`src/shared/cme_defines.svh`:
```
// constants of the move-or-execute instruction block
`ifndef CME_DEFINES_SVH
`define CME_DEFINES_SVH
`define CME_OPC_W        14
`define CME_DATA_W       8
`define CME_ADDR_W       7
`define CME_OR_PAT       6'h04
`define CME_COPY_PAT     6'h08
`define CME_LIT_PAT      4'hC
`define CME_TGT_BIT      7
`define CME_CLS_MSB      13
`define CME_ACC_RST      8'h00
`define CME_PHASES       4
`endif

```
`src/shared/cme_pkg.sv`:
```
// types of the move-or-execute instruction block
package cme_pkg;
  typedef enum logic [1:0] {
    CME_PH_DECODE  = 2'b00,
    CME_PH_READ    = 2'b01,
    CME_PH_PROCESS = 2'b10,
    CME_PH_WRITE   = 2'b11
  } cme_phase_t;

  typedef enum logic [1:0] {
    CME_OP_NONE = 2'b00,
    CME_OP_OR   = 2'b01,
    CME_OP_COPY = 2'b10,
    CME_OP_LIT  = 2'b11
  } cme_op_t;

  typedef struct packed {
    cme_op_t    op;
    logic       to_cell;
    logic [6:0] addr;
    logic [7:0] imm;
  } cme_dec_t;

  typedef struct packed {
    logic       we;
    logic [6:0] addr;
    logic [7:0] data;
  } cme_mem_wr_t;
endpackage

```
`src/cme_decode.sv`:
```
// opcode decoder for the move-or-execute instruction block
`timescale 1ns/1ps
`default_nettype none
`include "cme_defines.svh"
module cme_decode (
  input  wire logic [13:0]       opcode_i,
  output cme_pkg::cme_dec_t      dec_o
);
  always_comb begin
    dec_o         = '0;
    dec_o.addr    = opcode_i[`CME_ADDR_W-1:0];
    dec_o.imm     = opcode_i[`CME_DATA_W-1:0];
    dec_o.to_cell = opcode_i[`CME_TGT_BIT];
    // literal load ignores the two bits after its leading pattern
    if (opcode_i[13:10] == `CME_LIT_PAT) begin
      dec_o.op = cme_pkg::CME_OP_LIT;
    end else if (opcode_i[13:8] == `CME_OR_PAT) begin
      dec_o.op = cme_pkg::CME_OP_OR;
    end else if (opcode_i[13:8] == `CME_COPY_PAT) begin
      dec_o.op = cme_pkg::CME_OP_COPY;
    end else begin
      dec_o.op = cme_pkg::CME_OP_NONE;
    end
  end
endmodule
`default_nettype wire

```
`src/cme_core.sv`:
```
// four-phase execution of or-with-cell (into cell or accumulator), literal load and cell copy
`timescale 1ns/1ps
`default_nettype none
`include "cme_defines.svh"
module cme_core #(
  parameter int DATA_W = `CME_DATA_W,
  parameter int ADDR_W = `CME_ADDR_W
) (
  input  wire logic              mclk_i,
  input  wire logic              arst_n_i,
  input  wire logic [13:0]       opcode_i,
  input  wire logic [DATA_W-1:0] cell_rdata_i,
  output logic [ADDR_W-1:0]      cell_addr_o,
  output logic                   cell_re_o,
  output logic                   cell_we_o,
  output logic [DATA_W-1:0]      cell_wdata_o,
  output logic [DATA_W-1:0]      acc_o,
  output logic                   null_result_flag_o,
  output logic [1:0]             phase_o,
  output logic                   fetch_o
);
  // ----------------------------------------------------------------
  // decode
  // ----------------------------------------------------------------
  cme_pkg::cme_dec_t dec_w;

  cme_decode cme_decode_i (
    .opcode_i (opcode_i),
    .dec_o    (dec_w)
  );

  function automatic logic is_zero(input logic [DATA_W-1:0] v);
    return v == '0;
  endfunction

  // ----------------------------------------------------------------
  // state
  // ----------------------------------------------------------------
  cme_pkg::cme_phase_t ph_q, ph_d;
  cme_pkg::cme_dec_t   ins_q, ins_d;
  logic [DATA_W-1:0]   opnd_q, opnd_d;
  logic [DATA_W-1:0]   res_q, res_d;
  logic [DATA_W-1:0]   acc_q, acc_d;
  logic                z_q, z_d;
  logic [ADDR_W-1:0]   addr_q, addr_d;
  logic                re_q, re_d;
  logic                we_q, we_d;
  logic [DATA_W-1:0]   wdata_q, wdata_d;
  logic                fetch_q, fetch_d;

  always_comb begin
    ph_d    = ph_q;
    ins_d   = ins_q;
    opnd_d  = opnd_q;
    res_d   = res_q;
    acc_d   = acc_q;
    z_d     = z_q;
    addr_d  = addr_q;
    re_d    = 1'b0;
    we_d    = 1'b0;
    wdata_d = wdata_q;
    fetch_d = 1'b0;
    case (ph_q)
      cme_pkg::CME_PH_DECODE: begin
        ins_d  = dec_w;
        // address held until the next decode so a write-back hits the cell read
        addr_d = dec_w.addr;
        re_d   = (dec_w.op == cme_pkg::CME_OP_OR) || (dec_w.op == cme_pkg::CME_OP_COPY);
        ph_d   = cme_pkg::CME_PH_READ;
      end
      cme_pkg::CME_PH_READ: begin
        // cell data is sampled in the same cycle as the read strobe
        if (ins_q.op == cme_pkg::CME_OP_LIT) begin
          opnd_d = ins_q.imm;
        end else begin
          opnd_d = cell_rdata_i;
        end
        ph_d = cme_pkg::CME_PH_PROCESS;
      end
      cme_pkg::CME_PH_PROCESS: begin
        if (ins_q.op == cme_pkg::CME_OP_OR) begin
          res_d = acc_q | opnd_q;
        end else begin
          res_d = opnd_q;
        end
        ph_d = cme_pkg::CME_PH_WRITE;
      end
      cme_pkg::CME_PH_WRITE: begin
        // write strobe leaves as a registered pulse on the next edge; write data is registered and held
        case (ins_q.op)
          cme_pkg::CME_OP_LIT: begin
            acc_d = res_q;
          end
          cme_pkg::CME_OP_OR, cme_pkg::CME_OP_COPY: begin
            z_d = is_zero(res_q);
            if (ins_q.to_cell) begin
              we_d    = 1'b1;
              wdata_d = res_q;
            end else begin
              acc_d = res_q;
            end
          end
          default: begin
          end
        endcase
        fetch_d = 1'b1;
        ph_d    = cme_pkg::CME_PH_DECODE;
      end
      default: ph_d = cme_pkg::CME_PH_DECODE;
    endcase
  end

  always_ff @(posedge mclk_i or negedge arst_n_i) begin
    if (!arst_n_i) begin
      ph_q    <= cme_pkg::CME_PH_DECODE;
      ins_q   <= '0;
      opnd_q  <= '0;
      res_q   <= '0;
      acc_q   <= `CME_ACC_RST;
      z_q     <= 1'b0;
      addr_q  <= '0;
      re_q    <= 1'b0;
      we_q    <= 1'b0;
      wdata_q <= '0;
      fetch_q <= 1'b0;
    end else begin
      ph_q    <= ph_d;
      ins_q   <= ins_d;
      opnd_q  <= opnd_d;
      res_q   <= res_d;
      acc_q   <= acc_d;
      z_q     <= z_d;
      addr_q  <= addr_d;
      re_q    <= re_d;
      we_q    <= we_d;
      wdata_q <= wdata_d;
      fetch_q <= fetch_d;
    end
  end

  assign cell_addr_o        = addr_q;
  assign cell_re_o          = re_q;
  assign cell_we_o          = we_q;
  assign cell_wdata_o       = wdata_q;
  assign acc_o              = acc_q;
  assign null_result_flag_o = z_q;
  assign phase_o            = ph_q;
  assign fetch_o            = fetch_q;

  // ----------------------------------------------------------------
  // checks
  // ----------------------------------------------------------------
  AST_PHASE_CYCLE: assert property (@(posedge mclk_i) disable iff (!arst_n_i)
    ph_q == cme_pkg::CME_PH_DECODE |=> ph_q == cme_pkg::CME_PH_READ ##1
      ph_q == cme_pkg::CME_PH_PROCESS ##1 ph_q == cme_pkg::CME_PH_WRITE)
    else $error("phase sequence broken");
  AST_LIT_ACC: assert property (@(posedge mclk_i) disable iff (!arst_n_i)
    (ph_q == cme_pkg::CME_PH_WRITE && ins_q.op == cme_pkg::CME_OP_LIT)
      |=> acc_q == $past(ins_q.imm) && z_q == $past(z_q) && !we_q)
    else $error("literal load wrong");
  AST_LIT_DECODE: assert property (@(posedge mclk_i) disable iff (!arst_n_i)
    (ph_q == cme_pkg::CME_PH_DECODE && opcode_i[13:10] == 4'hC)
      |=> ins_q.op == cme_pkg::CME_OP_LIT)
    else $error("literal not decoded");
  AST_COPY_CELL: assert property (@(posedge mclk_i) disable iff (!arst_n_i)
    (ph_q == cme_pkg::CME_PH_READ && ins_q.op == cme_pkg::CME_OP_COPY && ins_q.to_cell)
      |=> ##2 we_q && cell_wdata_o == $past(cell_rdata_i, 3) && cell_addr_o == ins_q.addr)
    else $error("copy write-back wrong");
  AST_COPY_ACC: assert property (@(posedge mclk_i) disable iff (!arst_n_i)
    (ph_q == cme_pkg::CME_PH_READ && ins_q.op == cme_pkg::CME_OP_COPY && !ins_q.to_cell)
      |=> ##2 !we_q && acc_q == $past(cell_rdata_i, 3))
    else $error("copy to accumulator wrong");
  AST_COPY_ZERO: assert property (@(posedge mclk_i) disable iff (!arst_n_i)
    (ph_q == cme_pkg::CME_PH_WRITE && ins_q.op == cme_pkg::CME_OP_COPY)
      |=> z_q == ($past(res_q) == '0))
    else $error("copy zero flag wrong");
  AST_OR_RESULT: assert property (@(posedge mclk_i) disable iff (!arst_n_i)
    (ph_q == cme_pkg::CME_PH_PROCESS && ins_q.op == cme_pkg::CME_OP_OR)
      |=> ##1 z_q == (($past(acc_q, 2) | $past(opnd_q, 2)) == '0)
        && (ins_q.to_cell || acc_q == ($past(acc_q, 2) | $past(opnd_q, 2))))
    else $error("or result or zero flag wrong");
  AST_READ_STROBE: assert property (@(posedge mclk_i) disable iff (!arst_n_i)
    cell_re_o |-> ph_q == cme_pkg::CME_PH_READ && ins_q.op != cme_pkg::CME_OP_LIT)
    else $error("read strobe out of phase");
  AST_READ_ADDR: assert property (@(posedge mclk_i) disable iff (!arst_n_i)
    cell_re_o |-> cell_addr_o == ins_q.addr)
    else $error("read address wrong");
  AST_DECODE_ADDR: assert property (@(posedge mclk_i) disable iff (!arst_n_i)
    (ph_q == cme_pkg::CME_PH_DECODE
      && (dec_w.op == cme_pkg::CME_OP_OR || dec_w.op == cme_pkg::CME_OP_COPY))
      |=> cell_re_o && cell_addr_o == $past(opcode_i[6:0]))
    else $error("operand read not issued");
  AST_RE_PULSE: assert property (@(posedge mclk_i) disable iff (!arst_n_i)
    cell_re_o |=> !cell_re_o)
    else $error("read strobe longer than one cycle");

  // ----------------------------------------------------------------
  // checks of the process, write and decode phases, strobes and fetch
  // ----------------------------------------------------------------
  AST_OR_VALUE: assert property (@(posedge mclk_i) disable iff (!arst_n_i)
    (ph_q == cme_pkg::CME_PH_PROCESS && ins_q.op == cme_pkg::CME_OP_OR)
      |=> res_q == $past(acc_q | opnd_q))
    else $error("or value wrong");
  AST_OR_CELL: assert property (@(posedge mclk_i) disable iff (!arst_n_i)
    (ph_q == cme_pkg::CME_PH_WRITE && ins_q.op == cme_pkg::CME_OP_OR && ins_q.to_cell)
      |=> we_q && cell_wdata_o == $past(res_q) && cell_addr_o == $past(ins_q.addr))
    else $error("or write-back wrong");
  AST_OR_ACC: assert property (@(posedge mclk_i) disable iff (!arst_n_i)
    (ph_q == cme_pkg::CME_PH_WRITE && ins_q.op == cme_pkg::CME_OP_OR && !ins_q.to_cell)
      |=> !we_q && acc_q == $past(res_q))
    else $error("or to accumulator wrong");
  AST_ACC_HOLD_CELL: assert property (@(posedge mclk_i) disable iff (!arst_n_i)
    (ph_q == cme_pkg::CME_PH_WRITE && ins_q.op != cme_pkg::CME_OP_LIT && ins_q.to_cell)
      |=> acc_q == $past(acc_q))
    else $error("accumulator changed by cell write-back");
  AST_LIT_NO_READ: assert property (@(posedge mclk_i) disable iff (!arst_n_i)
    (ph_q == cme_pkg::CME_PH_DECODE && dec_w.op == cme_pkg::CME_OP_LIT)
      |=> !cell_re_o)
    else $error("literal load read a cell");
  AST_WE_PULSE: assert property (@(posedge mclk_i) disable iff (!arst_n_i)
    cell_we_o |=> !cell_we_o)
    else $error("write strobe longer than one cycle");
  AST_FETCH_PHASE: assert property (@(posedge mclk_i) disable iff (!arst_n_i)
    fetch_o |-> ph_q == cme_pkg::CME_PH_DECODE)
    else $error("fetch outside decode phase");
  AST_NOP_HOLD: assert property (@(posedge mclk_i) disable iff (!arst_n_i)
    (ph_q == cme_pkg::CME_PH_WRITE && ins_q.op == cme_pkg::CME_OP_NONE)
      |=> acc_q == $past(acc_q) && z_q == $past(z_q) && !we_q)
    else $error("unrecognised opcode changed state");
endmodule
`default_nettype wire

```
`config.mk`:
```
export PLATFORM = sky130hd
export DESIGN_NAME = cme_core
export DESIGN_NICKNAME = d
export VERILOG_FILES = /design/src/shared/cme_pkg.sv /design/src/cme_decode.sv /design/src/cme_core.sv
export VERILOG_INCLUDE_DIRS = /design/src /design/src/shared
export SDC_FILE = /design/constraint.sdc
export NUM_CORES = 1
export LEC_CHECK = 0
export ABC_AREA = 1
export BUFFER_PORTS_ARGS = -buffer_cell sky130_fd_sc_hd__buf_2
export CAP_MARGIN = 20
export CORE_MARGIN = 3
export CORE_UTILIZATION = 58
export DETAILED_ROUTE_END_ITERATION = 16
export GPL_ROUTABILITY_DRIVEN = 1
export PLACE_DENSITY = 0.86
export SLEW_MARGIN = 15
export SYNTH_ARGS = -nofsm -noshare
export SYNTH_HDL_FRONTEND = slang
export SYNTH_HIERARCHICAL = 1
export SYNTH_SLANG_ARGS = --single-unit
```
`constraint.sdc`:
```
create_clock -name mclk_i -period 2.41 [get_ports mclk_i]
set_input_delay 0.482 -clock mclk_i [delete_from_list [all_inputs] [get_ports mclk_i]]
set_output_delay 0.482 -clock mclk_i [all_outputs]
set_load 0.01 [all_outputs]
```
== Word-level counts from Yosys, hierarchy flattened ==
Index checks and enable logic that the tools add are counted.

* Register bits: 56
* Input bits: 24
* Output and inout bits: 29
* Logic and storage cells: 47

* Equality and inequality tests: 12
* Mux-type cells: 13
* Bitwise operators: 1
* Reduce and logical (&&, ||, !) cells: 8

{| class="wikitable"
|+ Operators with widths
! cell !! count
|-
| $mux W8 || 3
|-
| $pmux W8 S2 || 1
|-
| $eq A2 B2 Y1 const B || 5
|-
| $logic_not A8 Y1 || 1
|-
| $or A8 B8 Y8 || 1
|-
| $pmux W2 S4 || 1
|-
| $eq A2 B1 Y1 const B || 3
|-
| $eq A6 B3 Y1 const B || 1
|-
| $eq A6 B4 Y1 const B || 1
|-
| $mux W2 || 3
|-
| $reduce_and A3 Y1 || 2
|-
| $mux W1 || 5
|-
| $eq A4 B4 Y1 const B || 1
|-
| $logic_not A2 Y1 || 1
|-
| $ne A2 B2 Y1 const B || 1
|-
| $reduce_and A2 Y1 || 1
|-
| $reduce_bool A2 Y1 || 1
|-
| $reduce_or A2 Y1 || 1
|-
| $logic_or A1 B1 Y1 || 1
|}

== Depth between registers and ports, before layout ==
* Word-level depth: 7
* Mapped depth: 7
* Gate-level depth less buffers: 7

== Hierarchy ==
Netlist, hierarchy kept.

{| class="wikitable"
|+ Modules (own cells, without submodules)
! module !! times used !! cells an instance !! area each (µm²) !! seq. area each (µm²)
|-
| cme_core || 1 || 256 || 2,337.2 || 1,401.3
|-
| cme_decode || 1 || 28 || 168.9 || 0.0
|}

== Least setup slack after synthesis ==
OpenSTA, ideal clock, no wires.

* Kind: register to register
* Start: register ins_q[16] (netlist bit)
* End: register acc_q[6] (netlist: acc_o[6])
* Setup time: 0.117 ns
* Arrival: 1.271 ns
* Required time: 2.293 ns
* Setup slack: 1.022 ns
* Cell stages (with the launch flop): 6
* Buffers on the path: 0
* Period minus slack after synthesis: 1.388 ns
* Cells stage by stage: dfrtp_1 ha_1 o21ai_2 nand2_4 nand2_1 nand2_1

* Longest elaborated chain between the ends: 4
* Elaborated cells between the ends (all ways): 8
* Classes of those cells: eq/ne (4); mux (1); reduce/logical (3)

{| class="wikitable"
|+ RTL lines
! what !! RTL line !! source
|-
| start: declaration || cme_core.sv:40 || <nowiki>cme_pkg::cme_dec_t ins_q, ins_d;</nowiki>
|-
| start signal: assignment || cme_core.sv:128 || <nowiki>ins_q <= ins_d;</nowiki>
|-
| $eq A2 B1 Y1 or $eq A2 B2 Y1 (tied branches) || cme_core.sv:90 || <nowiki>case (ins_q.op)</nowiki>
|-
| $reduce_or A2 Y1 || cme_core.sv:90 ||
|-
| $ne A2 B2 Y1 (no line) or $reduce_bool A2 Y1 (tied branches) || -- ||
|-
| $reduce_and A3 Y1 (no line) || -- ||
|-
| end signal: assignment || cme_core.sv:119 || <nowiki>acc_q <= `CME_ACC_RST;</nowiki>
|-
| end: declaration || cme_core.sv:43 || <nowiki>logic [DATA_W-1:0] acc_q, acc_d;</nowiki>
|}

Parallel ways exist; a longest one is shown, timed or not.
A chain may end at the register's enable or synchronous reset.

== Worst setup path in the final report ==
* Start: register ph_q[0] (netlist: phase_o[0])
* End: register re_q (netlist: cell_re_o)

* Longest elaborated chain between the ends: 2

{| class="wikitable"
|+ RTL lines
! what !! RTL line !! source
|-
| start: declaration || cme_core.sv:39 || <nowiki>cme_pkg::cme_phase_t ph_q, ph_d;</nowiki>
|-
| start signal: assignment || cme_core.sv:115 || <nowiki>ph_q <= cme_pkg::CME_PH_DECODE;</nowiki>
|-
| start signal: assignment || cme_core.sv:127 || <nowiki>ph_q <= ph_d;</nowiki>
|-
| $logic_not A2 Y1 || cme_core.sv:63 || <nowiki>case (ph_q)</nowiki>
|-
| $mux W1 || cme_core.sv:63 ||
|-
| net re_d || cme_core.sv:46 || <nowiki>logic re_q, re_d;</nowiki>
|-
| end signal: assignment || cme_core.sv:134 || <nowiki>re_q <= re_d;</nowiki>
|-
| end: declaration || cme_core.sv:46 ||
|}

The timed path passes the listed nets, and every way through them passes these cells.

==> reports/results.ini <==
[critical_path]
r2r_start = phase_o[0]
reg2regPathDepth = 6
critical_path_class = register to register
crit_arrival_ns = 1.99
rrSetupSlack_ns = 0.66
critPathMaxFanout = 19
crit_path_end_kind = register
startpoint_type = register
rr_endpoint = cell_re_o
cp.required_ns = 2.65

[timing]
slew_headroom_pct = 54.1
skew_ns = 0.00825
finalCritPeriodShare_pct = 72.7
holdWs_ns = 0.291
tns_ns = 0
rsz0062_at_grt = no
tightest_slew_ns = 0.689
max_freq_mhz = 571
setup_viol = 0
finalMaxSlewViolations = 0
min_period_ns = 1.75
hold_violations = 0

[power]
swShare_pct = 25.2
power.internal_w = 0.00143
power_frac_seq_pct = 56.7
p_leak_nw = 1.53
power_w = 0.00191
p_per_area_mw_per_mm2 = 692
power.switching_w = 0.000483
p_comb_share_pct = 11.9
clkPwrFrac_pct = 31.4
vdd_drop_max_v = 0.000378

[routing]
num_vias = 1803
ant_nets = 0
wirelength_microns = 4460
drt_iter0_drc = 144
viasPerCell = 4.89
drt-pass1-iter-count = 4
routedWlPerCell_microns = 12.1
drc = 0

[yosys]
syn_inst = 284
ys_warn_count = 6
ys_seq_area_share_pct = 55.9
postSynthAreaPerCell_sq_um = 8.82
yosysUniqueCellTypes = 21
ys_ff_latch = 56
synth_fp_nets = 315
syn_area_sq_mm = 0.00251

[finish]
mostFrequentLayoutCells = 99 x nand2_1, 56 x dfrtp_1, 52 x buf_2, 25 x nor2_1, 18 x inv_1
final_net_count = 349
num_antenna_cells = 0
area_growth_pct = 10.3
final_common_cell = nand2_1
drive_gt1_share_pct = 20.4

[floorplan]
die_area_sq_mm = 0.00515
die_w_microns = 71.7
core_area_sq_mm = 0.00409
rows = 23
ios = 53
die_h_microns = 71.7
initial_utilization_pct = 61.3

[worst_hold_path]
hold_path_class = primary input to async pin

[cts]
cts_buffer_depth = 2
cts_sinks = 56
htreeDepth = 2
path_clk_slew_ns = 0.10
clk_latency_ns = 0.31
post_cts_buffers = 0
cts_buffers = 5
cts_tree = done
root_buffer = clkbuf_8
hold_buffers = 0
post_cts_resized = 0

[grt]
grt_pass1_vias = 1765
grt.total_usage_pct = 19.2
grt_pass1_wl_microns = 7950
grt_max_degree = 57
antenna_found_initial = 0
gr-total-overflow = 0

[status]
outcome = finished clean

[place]
dp_hpwl_microns = 3280
port_buffers = 52
place_congestion = 0.778

[job]
maxCapViolCount = 0

## cell type report
cell class | count | area, sq um
tap | 50 | 62.6
inverter | 19 | 71.3
sequential | 56 | 1400
multi-input combinational | 183 | 851
clock inverter | 3 | 42.5
clock buffer | 5 | 68.8
timing repair buffer | 53 | 268
fill | 347 | 1320
## stage by stage
stage | setup slack, ns | instances | utilization, % | area [sq um]
after global routing | 0.421 | 369 | 67.7 | 2770
after global placement | 0.741 | 361 | 64.9 | 2650
after CTS | 0.643 | 369 | 67.7 | 2770
after detailed placement | 0.665 | 361 | 64.9 | 2650
after floorplan | 1.02 | 284 | - | 2510
final | 0.659 | 369 | 67.7 | 2770
## per-layer routing
metal / share of wire [%] / routed length, microns / global-route usage [%] / up-vias
li1: - / - / - / 945
met1: 46 / 2070 / 27.3 / 806
met2: 47 / 2090 / 30.5 / 47
met3: 5.8 / 259 / 3.93 / 5
met4: 0.81 / 36 / 4.38 / 0
met5: 0 / 0 / 0 / -
## worst max-delay path by stage
stage          startpoint         to  slack, ns  cells after the start
2_1_floorplan   ins_q[16]   acc_o[6]       1.02                      5
3_3_place_gp   phase_o[0]  cell_re_o       0.74                      6
3_5_place_dp   phase_o[0]  cell_re_o       0.66                      6
4_1_cts        phase_o[0]  cell_re_o       0.64                      6
5_1_grt        phase_o[0]  cell_re_o       0.42                      6
6_report       phase_o[0]  cell_re_o       0.66                      6
## synthesized netlist by cell type, drive strengths merged
master / instances / area (sq um)
a21boi: 1 / 7.51
a21oi: 9 / 45.0
a31oi: 8 / 50.1
buf: 24 / 174
clkbuf: 2 / 8.75
dfrtp: 56 / 1400
ha: 7 / 87.6
inv: 19 / 71.3
nand2: 100 / 383
nand3: 13 / 77.6
nor2: 25 / 93.8
nor3: 1 / 5.00
o21ai: 18 / 93.8
o21bai: 1 / 7.51
## state kept, by name (all words and copies together) (netlist names)
register,flops
ins_q,11
acc_o,8
cell_wdata_o,8
opnd_q,8
res_q,8
cell_addr_o,7
phase_o,2
cell_re_o,1
cell_we_o,1
fetch_o,1
null_result_flag_o,1
## worst max-delay path: stages, from the launching register on
cell and delay, ns:
dfrtp_1 0.43, inv_1 0.10, ha_1 0.53, inv_2 0.27
nor2_1 0.20, nor2_1 0.06, nor2_1 0.09
## power by group through the flow
stage	Combinational (W)	Clock, W	Sequential, W
3_3_place_gp	0.000225	0	0.00110
5_1_grt	0.000262	0.000651	0.00110
4_1_cts	0.000233	0.000615	0.00109
6_report	0.000227	0.000602	0.00108
2_1_floorplan	0.0000998	0	0.00112
3_5_place_dp	0.000232	0	0.00110
## cell families after synthesis
group,share of synthesized area (%)
flip-flops,55.9
AND/OR/NAND/NOR,22.3
AO/OA/AOI/OAI,8.14
adder cells (fa/ha/maj),3.49
buffers and inverters,10.1
No activity file was read; power rests on OpenSTA's default activity.
